`config.mk`:
```
export PLATFORM = sky130hd
export DESIGN_NAME = temp_readout_fan_dac_code
export DESIGN_NICKNAME = d
export VERILOG_FILES = /design/src/hdl/temp_readout_pkg.sv /design/src/hdl/temp_averager.sv /design/src/hdl/temp_readout_fan_dac_code.sv
export SDC_FILE = /design/constraint.sdc
export NUM_CORES = 1
export LEC_CHECK = 0
export BUFFER_PORTS_ARGS = -buffer_cell sky130_fd_sc_hd__buf_2
export CAP_MARGIN = 20
export CORE_MARGIN = 2
export CORE_UTILIZATION = 51
export DETAILED_ROUTE_END_ITERATION = 10
export PLACE_DENSITY = 0.79
export SLEW_MARGIN = 20
export SYNTH_ARGS = -nofsm -noshare
export SYNTH_HDL_FRONTEND = slang
export SYNTH_SLANG_ARGS = --single-unit
```
`constraint.sdc`:
```
create_clock -name clk -period 2.6 [get_ports clk]
set_clock_uncertainty 0.1 [all_clocks]
set_input_delay 0.65 -clock clk [delete_from_list [all_inputs] [get_ports clk]]
set_output_delay 0.65 -clock clk [all_outputs]
set_load 0.005 [all_outputs]
```
`src/hdl/temp_readout_pkg.sv`:
```
// shared constants for the temperature readout and fan code block
`default_nettype none
package temp_readout_pkg;
    localparam int TEMP_W = 8;
    localparam int FAN_W = 8;
    localparam int AVG_COUNT = 16;
    localparam int AVG_SHIFT = 4;
    localparam int ACC_W = TEMP_W + AVG_SHIFT;
    localparam int CFG_W = 8;
    localparam int CFG_REMOTE2_BIT = 7;
    localparam logic [TEMP_W-1:0] TEMP_RESET = 8'h00;
    localparam logic [FAN_W-1:0] FAN_RESET = 8'h00;
    localparam logic [FAN_W-1:0] FAN_FULL = 8'hff;
    localparam int CLK_HZ = 100_000_000;
    // remote measurement time in microseconds, 9.6 ms
    localparam int REMOTE_MEAS_US = 9600;
    localparam int REMOTE_MEAS_CYC = (CLK_HZ / 1_000_000) * REMOTE_MEAS_US;
    localparam int SAMPLE_CYC = REMOTE_MEAS_CYC / AVG_COUNT;
    typedef enum logic [1:0] {
        CH_LOCAL = 2'b00,
        CH_REMOTE1 = 2'b01,
        CH_REMOTE2 = 2'b10
    } channel_t;
endpackage
`default_nettype wire

```
`src/hdl/temp_averager.sv`:
```
// sixteen-sample averager for one remote channel
`default_nettype none
module temp_averager
    import temp_readout_pkg::*;
(
    // clock and reset
    input wire logic clk,
    input wire logic rst_n,
    // sample in
    input wire logic sample_valid,
    input wire logic [TEMP_W-1:0] sample,
    input wire logic flush,
    // averaged result
    output logic result_valid,
    output logic [TEMP_W-1:0] result
);
    logic signed [ACC_W-1:0] acc_r;
    logic [AVG_SHIFT-1:0] cnt_r;
    logic signed [ACC_W-1:0] sum;
    logic valid_r;
    logic [TEMP_W-1:0] result_r;

    assign sum = acc_r + ACC_W'(signed'(sample));
    assign result_valid = valid_r;
    assign result = result_r;

    always_ff @(posedge clk) begin
        if (!rst_n || flush) begin
            acc_r <= '0;
            cnt_r <= '0;
        end else if (sample_valid) begin
            // count wraps after sixteen, acc restarts
            cnt_r <= cnt_r + 1'b1;
            acc_r <= (cnt_r == AVG_SHIFT'(AVG_COUNT - 1)) ? '0 : sum;
        end
    end

    // arithmetic shift keeps twos complement sign
    always_ff @(posedge clk) begin
        if (!rst_n) begin
            valid_r <= 1'b0;
            result_r <= TEMP_RESET;
        end else begin
            valid_r <= sample_valid && !flush && cnt_r == AVG_SHIFT'(AVG_COUNT - 1);
            if (sample_valid && !flush && cnt_r == AVG_SHIFT'(AVG_COUNT - 1)) begin
                result_r <= sum[ACC_W-1:AVG_SHIFT]; // RL4
            end
        end
    end
endmodule
`default_nettype wire

```
`src/hdl/temp_readout_fan_dac_code.sv`:
```
// temperature result registers, remote averaging and fan speed code
`default_nettype none
// Notes on behaviour
// RL1: every temperature result is an 8-bit twos complement value.
// RL2: one degree per bit; zero is all zeros, minus one all ones.
// RL3: config bit 7 low gives overtemp and general input; high gives second diode.
// RL4: each remote result is the average of sixteen conversions.
// RL5: a full remote measurement with averaging takes nominally 9.6 ms.
// RL6: unsigned 8-bit fan code drives the DAC, zero is minimum speed.
// RL7: power-on reset loads fan code with zero.
// RL8: fan output pin high at power-up selects nand test mode.
// RL9: each completed result is stored in that sensor's value register.
// RL10: active overtemp forces fan output to ff, programmed code kept.
// RL11: remote value registers change only when an averaged result completes.
module temp_readout_fan_dac_code
    import temp_readout_pkg::*;
#(
    parameter int MEAS_CYCLES = REMOTE_MEAS_CYC
) (
    // clock and reset
    input wire logic clk,
    input wire logic rst_n,
    // converter samples, one per conversion
    input wire logic adc_valid,
    input wire temp_readout_pkg::channel_t adc_channel,
    input wire logic [TEMP_W-1:0] adc_sample,
    // register access
    input wire logic [CFG_W-1:0] config_wr_data,
    input wire logic config_wr,
    input wire logic [FAN_W-1:0] fan_code_wr_data,
    input wire logic fan_code_wr,
    // pins
    input wire logic overtemp_in_n,
    input wire logic general_input,
    input wire logic nand_test_input,
    // control and readback
    output logic [CFG_W-1:0] config_r,
    output logic [FAN_W-1:0] fan_speed_code,
    output logic [TEMP_W-1:0] local_temp,
    output logic [TEMP_W-1:0] remote1_temp,
    output logic [TEMP_W-1:0] remote2_temp,
    output logic remote2_enabled,
    output logic general_input_level,
    output logic overtemp_active,
    output logic conv_start,
    output logic [1:0] conv_channel,
    // dac and test mode
    output logic [FAN_W-1:0] fan_speed_output,
    output logic nand_test_mode
);
    localparam int SAMPLE_CYCLES = MEAS_CYCLES / AVG_COUNT;
    localparam int TMR_W = $clog2(SAMPLE_CYCLES + 1);

    // a slot must hold the whole back-to-back round of conversions
    if (SAMPLE_CYCLES <= int'(CH_REMOTE2)) begin : g_slot_check
        $error("MEAS_CYCLES too small for one conversion round per slot");
    end

    logic [FAN_W-1:0] fan_code_r;
    logic [FAN_W-1:0] fan_out_r;
    logic [TEMP_W-1:0] local_r;
    logic [TEMP_W-1:0] remote1_r;
    logic [TEMP_W-1:0] remote2_r;
    logic [CFG_W-1:0] cfg_r;
    logic ot_s1_r, ot_s2_r, gi_s1_r, gi_s2_r, nt_s1_r, nt_s2_r;
    logic strap_done_r, test_r;
    logic [1:0] strap_wait_r;
    logic [TMR_W-1:0] tmr_r;
    logic start_r;
    logic [1:0] ch_r;
    logic r1_valid, r2_valid;
    logic [TEMP_W-1:0] r1_avg, r2_avg;
    logic remote2_on;

    assign remote2_on = cfg_r[CFG_REMOTE2_BIT]; // RL3

    // pin synchronisers
    always_ff @(posedge clk) begin
        if (!rst_n) begin
            ot_s1_r <= 1'b1;
            ot_s2_r <= 1'b1;
            gi_s1_r <= 1'b0;
            gi_s2_r <= 1'b0;
            nt_s1_r <= 1'b0;
            nt_s2_r <= 1'b0;
        end else begin
            ot_s1_r <= overtemp_in_n;
            ot_s2_r <= ot_s1_r;
            gi_s1_r <= general_input;
            gi_s2_r <= gi_s1_r;
            nt_s1_r <= nand_test_input;
            nt_s2_r <= nt_s1_r;
        end
    end

    // strap waits until the second sync stage holds a post-reset sample
    always_ff @(posedge clk) begin
        if (!rst_n) begin
            strap_wait_r <= '0;
        end else begin
            strap_wait_r <= {strap_wait_r[0], 1'b1};
        end
    end

    // strap caught once; later pin changes are ignored
    always_ff @(posedge clk) begin
        if (!rst_n) begin
            strap_done_r <= 1'b0;
            test_r <= 1'b0;
        end else if (!strap_done_r && strap_wait_r[1]) begin
            strap_done_r <= 1'b1;
            test_r <= nt_s2_r; // RL8
        end
    end

    always_ff @(posedge clk) begin
        if (!rst_n) begin
            cfg_r <= '0;
        end else if (config_wr) begin
            cfg_r <= config_wr_data;
        end
    end

    always_ff @(posedge clk) begin
        if (!rst_n) begin
            fan_code_r <= FAN_RESET; // RL7
        end else if (fan_code_wr) begin
            fan_code_r <= fan_code_wr_data; // RL6
        end
    end

    // override never touches fan_code_r, so the code survives it
    always_ff @(posedge clk) begin
        if (!rst_n) begin
            fan_out_r <= FAN_RESET;
        end else if (!ot_s2_r && !remote2_on) begin
            fan_out_r <= FAN_FULL; // RL10
        end else begin
            fan_out_r <= fan_code_r;
        end
    end

    // one round of conversions per slot, so sixteen slots make one remote measurement
    always_ff @(posedge clk) begin
        if (!rst_n) begin
            tmr_r <= '0;
            start_r <= 1'b0;
            ch_r <= CH_LOCAL;
        end else begin
            start_r <= 1'b0;
            if (tmr_r == TMR_W'(SAMPLE_CYCLES - 1)) begin
                tmr_r <= '0;
                // no conversions until the strap is known
                start_r <= strap_done_r && !test_r;
                ch_r <= CH_LOCAL;
            end else begin
                tmr_r <= tmr_r + 1'b1; // RL5
                if (start_r) begin
                    case (ch_r)
                        CH_LOCAL: begin
                            start_r <= 1'b1;
                            ch_r <= CH_REMOTE1;
                        end
                        CH_REMOTE1: begin
                            start_r <= remote2_on;
                            ch_r <= remote2_on ? CH_REMOTE2 : CH_REMOTE1;
                        end
                        default: begin
                            ch_r <= ch_r;
                        end
                    endcase
                end
            end
        end
    end

    temp_averager u_avg1 (
        .clk(clk),
        .rst_n(rst_n),
        .sample_valid(adc_valid && adc_channel == CH_REMOTE1),
        .sample(adc_sample),
        .flush(1'b0),
        .result_valid(r1_valid),
        .result(r1_avg)
    );

    // a disabled second channel drops its partial average
    temp_averager u_avg2 (
        .clk(clk),
        .rst_n(rst_n),
        .sample_valid(adc_valid && adc_channel == CH_REMOTE2 && remote2_on),
        .sample(adc_sample),
        .flush(!remote2_on),
        .result_valid(r2_valid),
        .result(r2_avg)
    );

    // value registers load whole results only
    always_ff @(posedge clk) begin
        if (!rst_n) begin
            local_r <= TEMP_RESET;
            remote1_r <= TEMP_RESET;
            remote2_r <= TEMP_RESET;
        end else begin
            if (adc_valid && adc_channel == CH_LOCAL) begin
                local_r <= adc_sample; // RL1 RL2 RL9
            end
            if (r1_valid) begin
                remote1_r <= r1_avg; // RL9 RL11
            end
            if (r2_valid) begin
                remote2_r <= r2_avg; // RL9 RL11
            end
        end
    end

    assign config_r = cfg_r;
    assign fan_speed_code = fan_code_r;
    assign local_temp = local_r;
    assign remote1_temp = remote1_r;
    assign remote2_temp = remote2_r;
    assign remote2_enabled = remote2_on;
    assign general_input_level = gi_s2_r && !remote2_on;
    assign overtemp_active = !ot_s2_r && !remote2_on;
    assign conv_start = start_r;
    assign conv_channel = ch_r;
    assign fan_speed_output = fan_out_r;
    assign nand_test_mode = test_r;
endmodule
`default_nettype wire

```
==> results of run 1 <==
[metrics by stage]
stage	power [mW]	worst slack, ns
after global placement	2.40	-0.170
after CTS	4.95	0.194
after detailed placement	2.42	-0.202
after global routing	5.07	0.0682
final	4.92	0.237
after floorplan	2.27	0.0114
[how the worst max path moves through the flow]
stage / start / endpoint / slack (ns) / cells after the start
5_1_grt: adc_sample[0] / u_avg2.result[6]$_SDFFE_PN0P_ / 0.07 / 10
3_3_place_gp: adc_sample[0] / u_avg1.acc_r[10]$_SDFFE_PN0P_ / -0.17 / 10
4_1_cts: adc_sample[0] / u_avg1.acc_r[10]$_SDFFE_PN0P_ / 0.19 / 10
2_1_floorplan: adc_sample[0] / u_avg2.acc_r[10]$_SDFFE_PP0P_ / 0.01 / 8
3_5_place_dp: adc_sample[0] / u_avg1.acc_r[10]$_SDFFE_PN0P_ / -0.20 / 10
6_report: adc_sample[0] / u_avg2.acc_r[10]$_SDFFE_PP0P_ / 0.24 / 10
[what timing repair did]
item / 4_1_cts / 5_1_grt
hold endpoints to repair: 0 / 0
setup endpoints to repair: 0 / 1
gates resized for setup: 0 / 1
[per-layer routing]
layer | track usage | vias to the layer above | routed length, um
li1 | - | 2366 | -
met1 | 0.261 | 2260 | 5710
met2 | 0.405 | 169 | 6210
met3 | 0.0547 | 27 | 842
met4 | 0.0964 | 0 | 256
met5 | 0 | - | 0
[where the power goes]
group / switching, mW / total (mW) / internal, mW
clock: 0.883 / 2.54 / 1.66
sequential: 0.0289 / 2.02 / 1.99
combinational: 0.188 / 0.359 / 0.171
[layout make-up]
class | instances | area, um2 | share of cell area
Multi-Input combinational cell | 440 | 3050 | 0.425
Sequential cell | 127 | 2540 | 0.355
Tap cell | 140 | 175 | 0.0244
Timing Repair Buffer | 127 | 733 | 0.102
Clock buffer | 19 | 453 | 0.0632
Clock inverter | 13 | 186 | 0.0260
Inverter | 8 | 30.0 | 0.00419
[synth_stat cells (all sizes together), types with 3 or more instances]
cell type,instances,area (um2)
o21ai,12,60.1
and2,14,87.6
o21bai,3,22.5
nor2b,57,357
a21boi,10,75.1
or3,3,18.8
o211ai,8,65.1
xor2,21,184
nor2,37,139
nand4,11,68.8
and3,11,70.1
nand2,46,173
ha,25,313
a21oi,19,95.1
mux2i,42,420
nor3b,3,22.5
xnor2,13,114
clkbuf,31,116
o21a,9,67.6
nand2b,4,25.0
dfxtp,127,2540
a21o,10,77.6
a22oi,15,113
nand3b,3,22.5
inv,8,30.0
nand3,34,170
[critical path: stages]
cell	delay, ns
buf_2	0.11
ha_1	0.22
fa_1	0.39
a21o_1	0.21
a221oi_1	0.27
buf_4	0.17
o2111ai_1	0.13
xor2_1	0.18
a22oi_1	0.17
nor2_1	0.05
[cell families (layout without fill, tap and decap cells)]
family          Yosys count  count (layout)  synth area share
fa+ha+maj                27              27            0.0613
xor+xnor                 35              35            0.0557
simple gates            234             234             0.214
buf+inv                  41             167            0.0287
compound gates          102             102             0.125
mux                      42              42            0.0731
flops                   127             127             0.442
==> results.sh, run 1 <==
export IMPL_grt_pass1_vias=4763
export IMPL_dp_hpwl_um=9170
export IMPL_drt_initial_drc_count=278
export IMPL_setup_viol=0
export IMPL_firstDrtPassIters=5
export IMPL_r2r_start="u_avg2.acc_r[0]$_SDFFE_PP0P_"
export IMPL_cap_violations=0
export IMPL_initial_utilization=0.526
export IMPL_h_tree_depth=4
export IMPL_port_buffers=88
export IMPL_wl_um=13000
export IMPL_drc=0
export IMPL_postSynthCellCount=608
export IMPL_ios=89
export IMPL_fin_tns_setup_ns=0
export IMPL_top_regs="tmr_r (16), u_avg1.acc_r (12), u_avg2.acc_r (12)"
export IMPL_reg2reg_slack_ns=0.28
export IMPL_finalHoldWorstSlack_ns=0.313
export IMPL_fp_coreArea_um2=10900
export IMPL_gp_congestion=0.953
export IMPL_synthesis_nets=669
export IMPL_fmax_mhz=423
export IMPL_synth_cell_types=51
export IMPL_status="completed"
export IMPL_cp_end_kind="flop"
export IMPL_rsz0062_at_grt="false"
export IMPL_timing_hold_violations_final=0
export IMPL_cts_buffer_depth=2
export IMPL_placed_cell_area_um2=6530
export IMPL_wl_per_cell_um=14.9
export IMPL_clk_pin_slew_ns=0.06
export IMPL_via_per_inst=5.52
export IMPL_num_rows=38
export IMPL_antenna_found_initial=0
export IMPL_cts_tree="done"
export IMPL_setup_worst_path_start_class="input port"
export IMPL_ir_drop_mv=0.487
export IMPL_drive_gt1_frac=0.230
export IMPL_ys_ff_latch=127
export IMPL_grt_overflow=0
export IMPL_stdcell_area_um2=7170
export IMPL_min_delay_start="overtemp_in_n"
export IMPL_root_buffer="clkbuf_16"
export IMPL_grtUsageTotal=0.228
export IMPL_largest_reg_flops=16
export IMPL_slew_headroom=0.646
export IMPL_layout_commonest_cell="dfxtp_1"
export IMPL_synth_flop_cell="dfxtp_1"
export IMPL_ys_async_sr_fraction=0
export IMPL_dp_cells=842
export IMPL_yosysSeqAreaShare=0.442
export IMPL_utilization=0.656
export IMPL_cts_sinks=127
export IMPL_leakage_nw=3.08
export IMPL_reg2reg_depth=9
export IMPL_fin_cells=874
export IMPL_worstMarginPinSlew_ns=0.530
export IMPL_n_fill_cell=874
export IMPL_grt_pass1_wl_um=21500
export IMPL_fin_crit_sh=0.909
export IMPL_power_density_nw_per_um2=686
export IMPL_final_cell_mix="127 x dfxtp_1, 88 x buf_2, 57 x nor2b_1, 46 x nand2_1, 42 x mux2i_1"
export IMPL_netlist_area_um2=5750
export IMPL_yosysWarnings=0
export IMPL_period_minus_slack_ns=2.36
export IMPL_top_register="tmr_r"
export IMPL_critPathRequiredTime_ns=2.80
export IMPL_ant_nets=0
export IMPL_cts_inserted_buffers=17
export IMPL_report_final_slew_viol_count=0
export IMPL_grt_max_degree=39
export IMPL_synth_area_per_cell_um2=9.46
export IMPL_clk_latency_ns=0.42
export IMPL_crit_fanout=3
export IMPL_hp_class="in -> reg"
export IMPL_diodes=0
export IMPL_cts_setup_buffers=0
export IMPL_die_x_um=110
export IMPL_final_nets=782
export IMPL_worstSetupPathType="in -> reg"
export IMPL_rr_endpoint="u_avg2.acc_r[10]$_SDFFE_PP0P_"
export IMPL_cts_hold_buffers=0
export IMPL_worstHoldPathCells=2
export IMPL_areaGrowthSynthToFinish_pct=24.6
export IMPL_die_height_um=110
export IMPL_hold_end="ot_s1_r$_SDFF_PN1_"
export IMPL_vias=4822
export IMPL_synth_edf_count=0
export IMPL_design_die_area_um2=12100
export IMPL_crit_arrival_ns=2.57
Power figures use the tool's default switching activity.
==> run 2: changes to the inputs <==
--- a/config.mk
+++ b/config.mk
@@ -11,6 +11,7 @@
 export CORE_UTILIZATION = 51
 export DETAILED_ROUTE_END_ITERATION = 10
 export PLACE_DENSITY = 0.79
+export RECOVER_POWER = 25
 export SLEW_MARGIN = 20
 export SYNTH_ARGS = -nofsm -noshare
 export SYNTH_HDL_FRONTEND = slang
==> run 2 against run 1 <==
- clock-buffer cell count stayed put
- clock power hardly changed
- critical path depth stayed put
- combinational power hardly changed
- routed wire length is 0.18% lower
- design area is 0.16% lower
- sequential power hardly changed
- setup slack worse by 0.00059 ns
- highest routed layer unchanged
==> results.sh, run 2 (synthesized netlist as in run 1, its figures left out) <==
export IMPL_cts_setup_buffers=0
export IMPL_ant_nets=0
export IMPL_h_tree_depth=4
export IMPL_gp_congestion=0.953
export IMPL_cts_hold_buffers=0
export IMPL_dp_hpwl_um=9170
export IMPL_vias=4828
export IMPL_grt_max_degree=39
export IMPL_critPathRequiredTime_ns=2.80
export IMPL_diodes=0
export IMPL_drive_gt1_frac=0.226
export IMPL_layout_commonest_cell="dfxtp_1"
export IMPL_setup_viol=0
export IMPL_timing_hold_violations_final=0
export IMPL_drc=0
export IMPL_setup_worst_path_start_class="input port"
export IMPL_cts_buffer_depth=2
export IMPL_drt_initial_drc_count=281
export IMPL_largest_reg_flops=16
export IMPL_fp_coreArea_um2=10900
export IMPL_worstSetupPathType="in -> reg"
export IMPL_top_register="tmr_r"
export IMPL_fin_tns_setup_ns=0
export IMPL_worstMarginPinSlew_ns=0.933
export IMPL_placed_cell_area_um2=6530
export IMPL_die_height_um=110
export IMPL_power_mw=4.92
export IMPL_top_regs="tmr_r (16), u_avg1.acc_r (12), u_avg2.acc_r (12)"
export IMPL_final_nets=782
export IMPL_grt_pass1_wl_um=21500
export IMPL_via_per_inst=5.52
export IMPL_grt_pass1_vias=4763
export IMPL_clk_pin_slew_ns=0.06
export IMPL_areaGrowthSynthToFinish_pct=24.4
export IMPL_grtUsageTotal=0.228
export IMPL_ios=89
export IMPL_num_rows=38
export IMPL_root_buffer="clkbuf_16"
export IMPL_fin_crit_sh=0.909
export IMPL_power_density_nw_per_um2=687
export IMPL_fmax_mhz=423
export IMPL_clk_latency_ns=0.42
export IMPL_stdcell_area_um2=7160
export IMPL_report_final_slew_viol_count=0
export IMPL_initial_utilization=0.526
export IMPL_grt_overflow=0
export IMPL_antenna_found_initial=0
export IMPL_wl_per_cell_um=14.9
export IMPL_cap_violations=0
export IMPL_post_cts_resized=0
export IMPL_wl_um=13000
export IMPL_cts_inserted_buffers=17
export IMPL_status="completed"
export IMPL_crit_fanout=3
export IMPL_cts_tree="done"
export IMPL_crit_arrival_ns=2.57
export IMPL_hp_class="in -> reg"
export IMPL_firstDrtPassIters=5
export IMPL_ir_drop_mv=0.487
export IMPL_leakage_nw=3.07
export IMPL_cts_sinks=127
export IMPL_cp_end_kind="flop"
export IMPL_die_x_um=110
export IMPL_port_buffers=88
export IMPL_design_die_area_um2=12100
export IMPL_utilization=0.655
export IMPL_slew_headroom=0.378
export IMPL_rsz0062_at_grt="false"
export IMPL_period_minus_slack_ns=2.36
export IMPL_final_cell_mix="127 x dfxtp_1, 87 x buf_2, 57 x nor2b_1, 46 x nand2_1, 42 x mux2i_1"
run 2: cell count changes in the layout (fill, tap and decap cells not counted), sizes merged:
cell,delta
clkbuf,+4
buf,-4
run 2: power by group:
part | switching [mW] | internal (mW) | total (mW)
combinational | 0.188 | 0.170 | 0.358
sequential | 0.0289 | 1.99 | 2.02
clock | 0.881 | 1.66 | 2.54
run 2: path summary, 6_finish.rpt:
kind                                      from                            end  slack (ns)  cells after the start
hold / removal                   overtemp_in_n             ot_s1_r$_SDFF_PN1_        0.31                      2
setup / recovery                 adc_sample[0]  u_avg2.acc_r[10]$_SDFFE_PP0P_        0.24                     10
hold reg to reg             ot_s1_r$_SDFF_PN1_             ot_s2_r$_SDFF_PN1_        0.32                      1
setup reg to reg  u_avg2.acc_r[0]$_SDFFE_PP0P_  u_avg2.acc_r[10]$_SDFFE_PP0P_        0.28                      9
run 2: metrics by stage:
stage / hold slack (ns) / std cells / setup WS (ns)
4_1_cts: 0.294 / 874 / 0.194
3_3_place_gp: 0.290 / 842 / -0.170
6_report: 0.313 / 874 / 0.237
2_1_floorplan: 0.286 / 608 / 0.0114
3_5_place_dp: 0.307 / 842 / -0.202
5_1_grt: 0.303 / 874 / 0.0680
run 2: worst max-delay path, stage by stage:
cell and delay, ns:
buf_2 0.11, ha_1 0.22, fa_1 0.39, a21o_1 0.21, a221oi_1 0.27, buf_4 0.17, o2111ai_1 0.13, xor2_1 0.18
a22oi_1 0.17, nor2_1 0.05
run 2: final cells by class:
| cell class | count | area [um2] |
|---|---|---|
| fillers | 878 | 3780 |
| well taps | 140 | 175 |
| clock buffers | 19 | 453 |
| inverters | 8 | 30.0 |
| multi-input cells | 440 | 3050 |
| flip-flops and latches | 127 | 2540 |
| clock inverters | 13 | 186 |
| repair buffers | 127 | 722 |
run 2: layer usage:
| layer | global-route usage | up-vias | part of all wire |
|---|---|---|---|
| met5 | 0 | - | 0 |
| met1 | 0.261 | 2267 | 0.44 |
| li1 | - | 2362 | - |
| met2 | 0.405 | 168 | 0.48 |
| met4 | 0.0964 | 0 | 0.022 |
| met3 | 0.0547 | 31 | 0.066 |
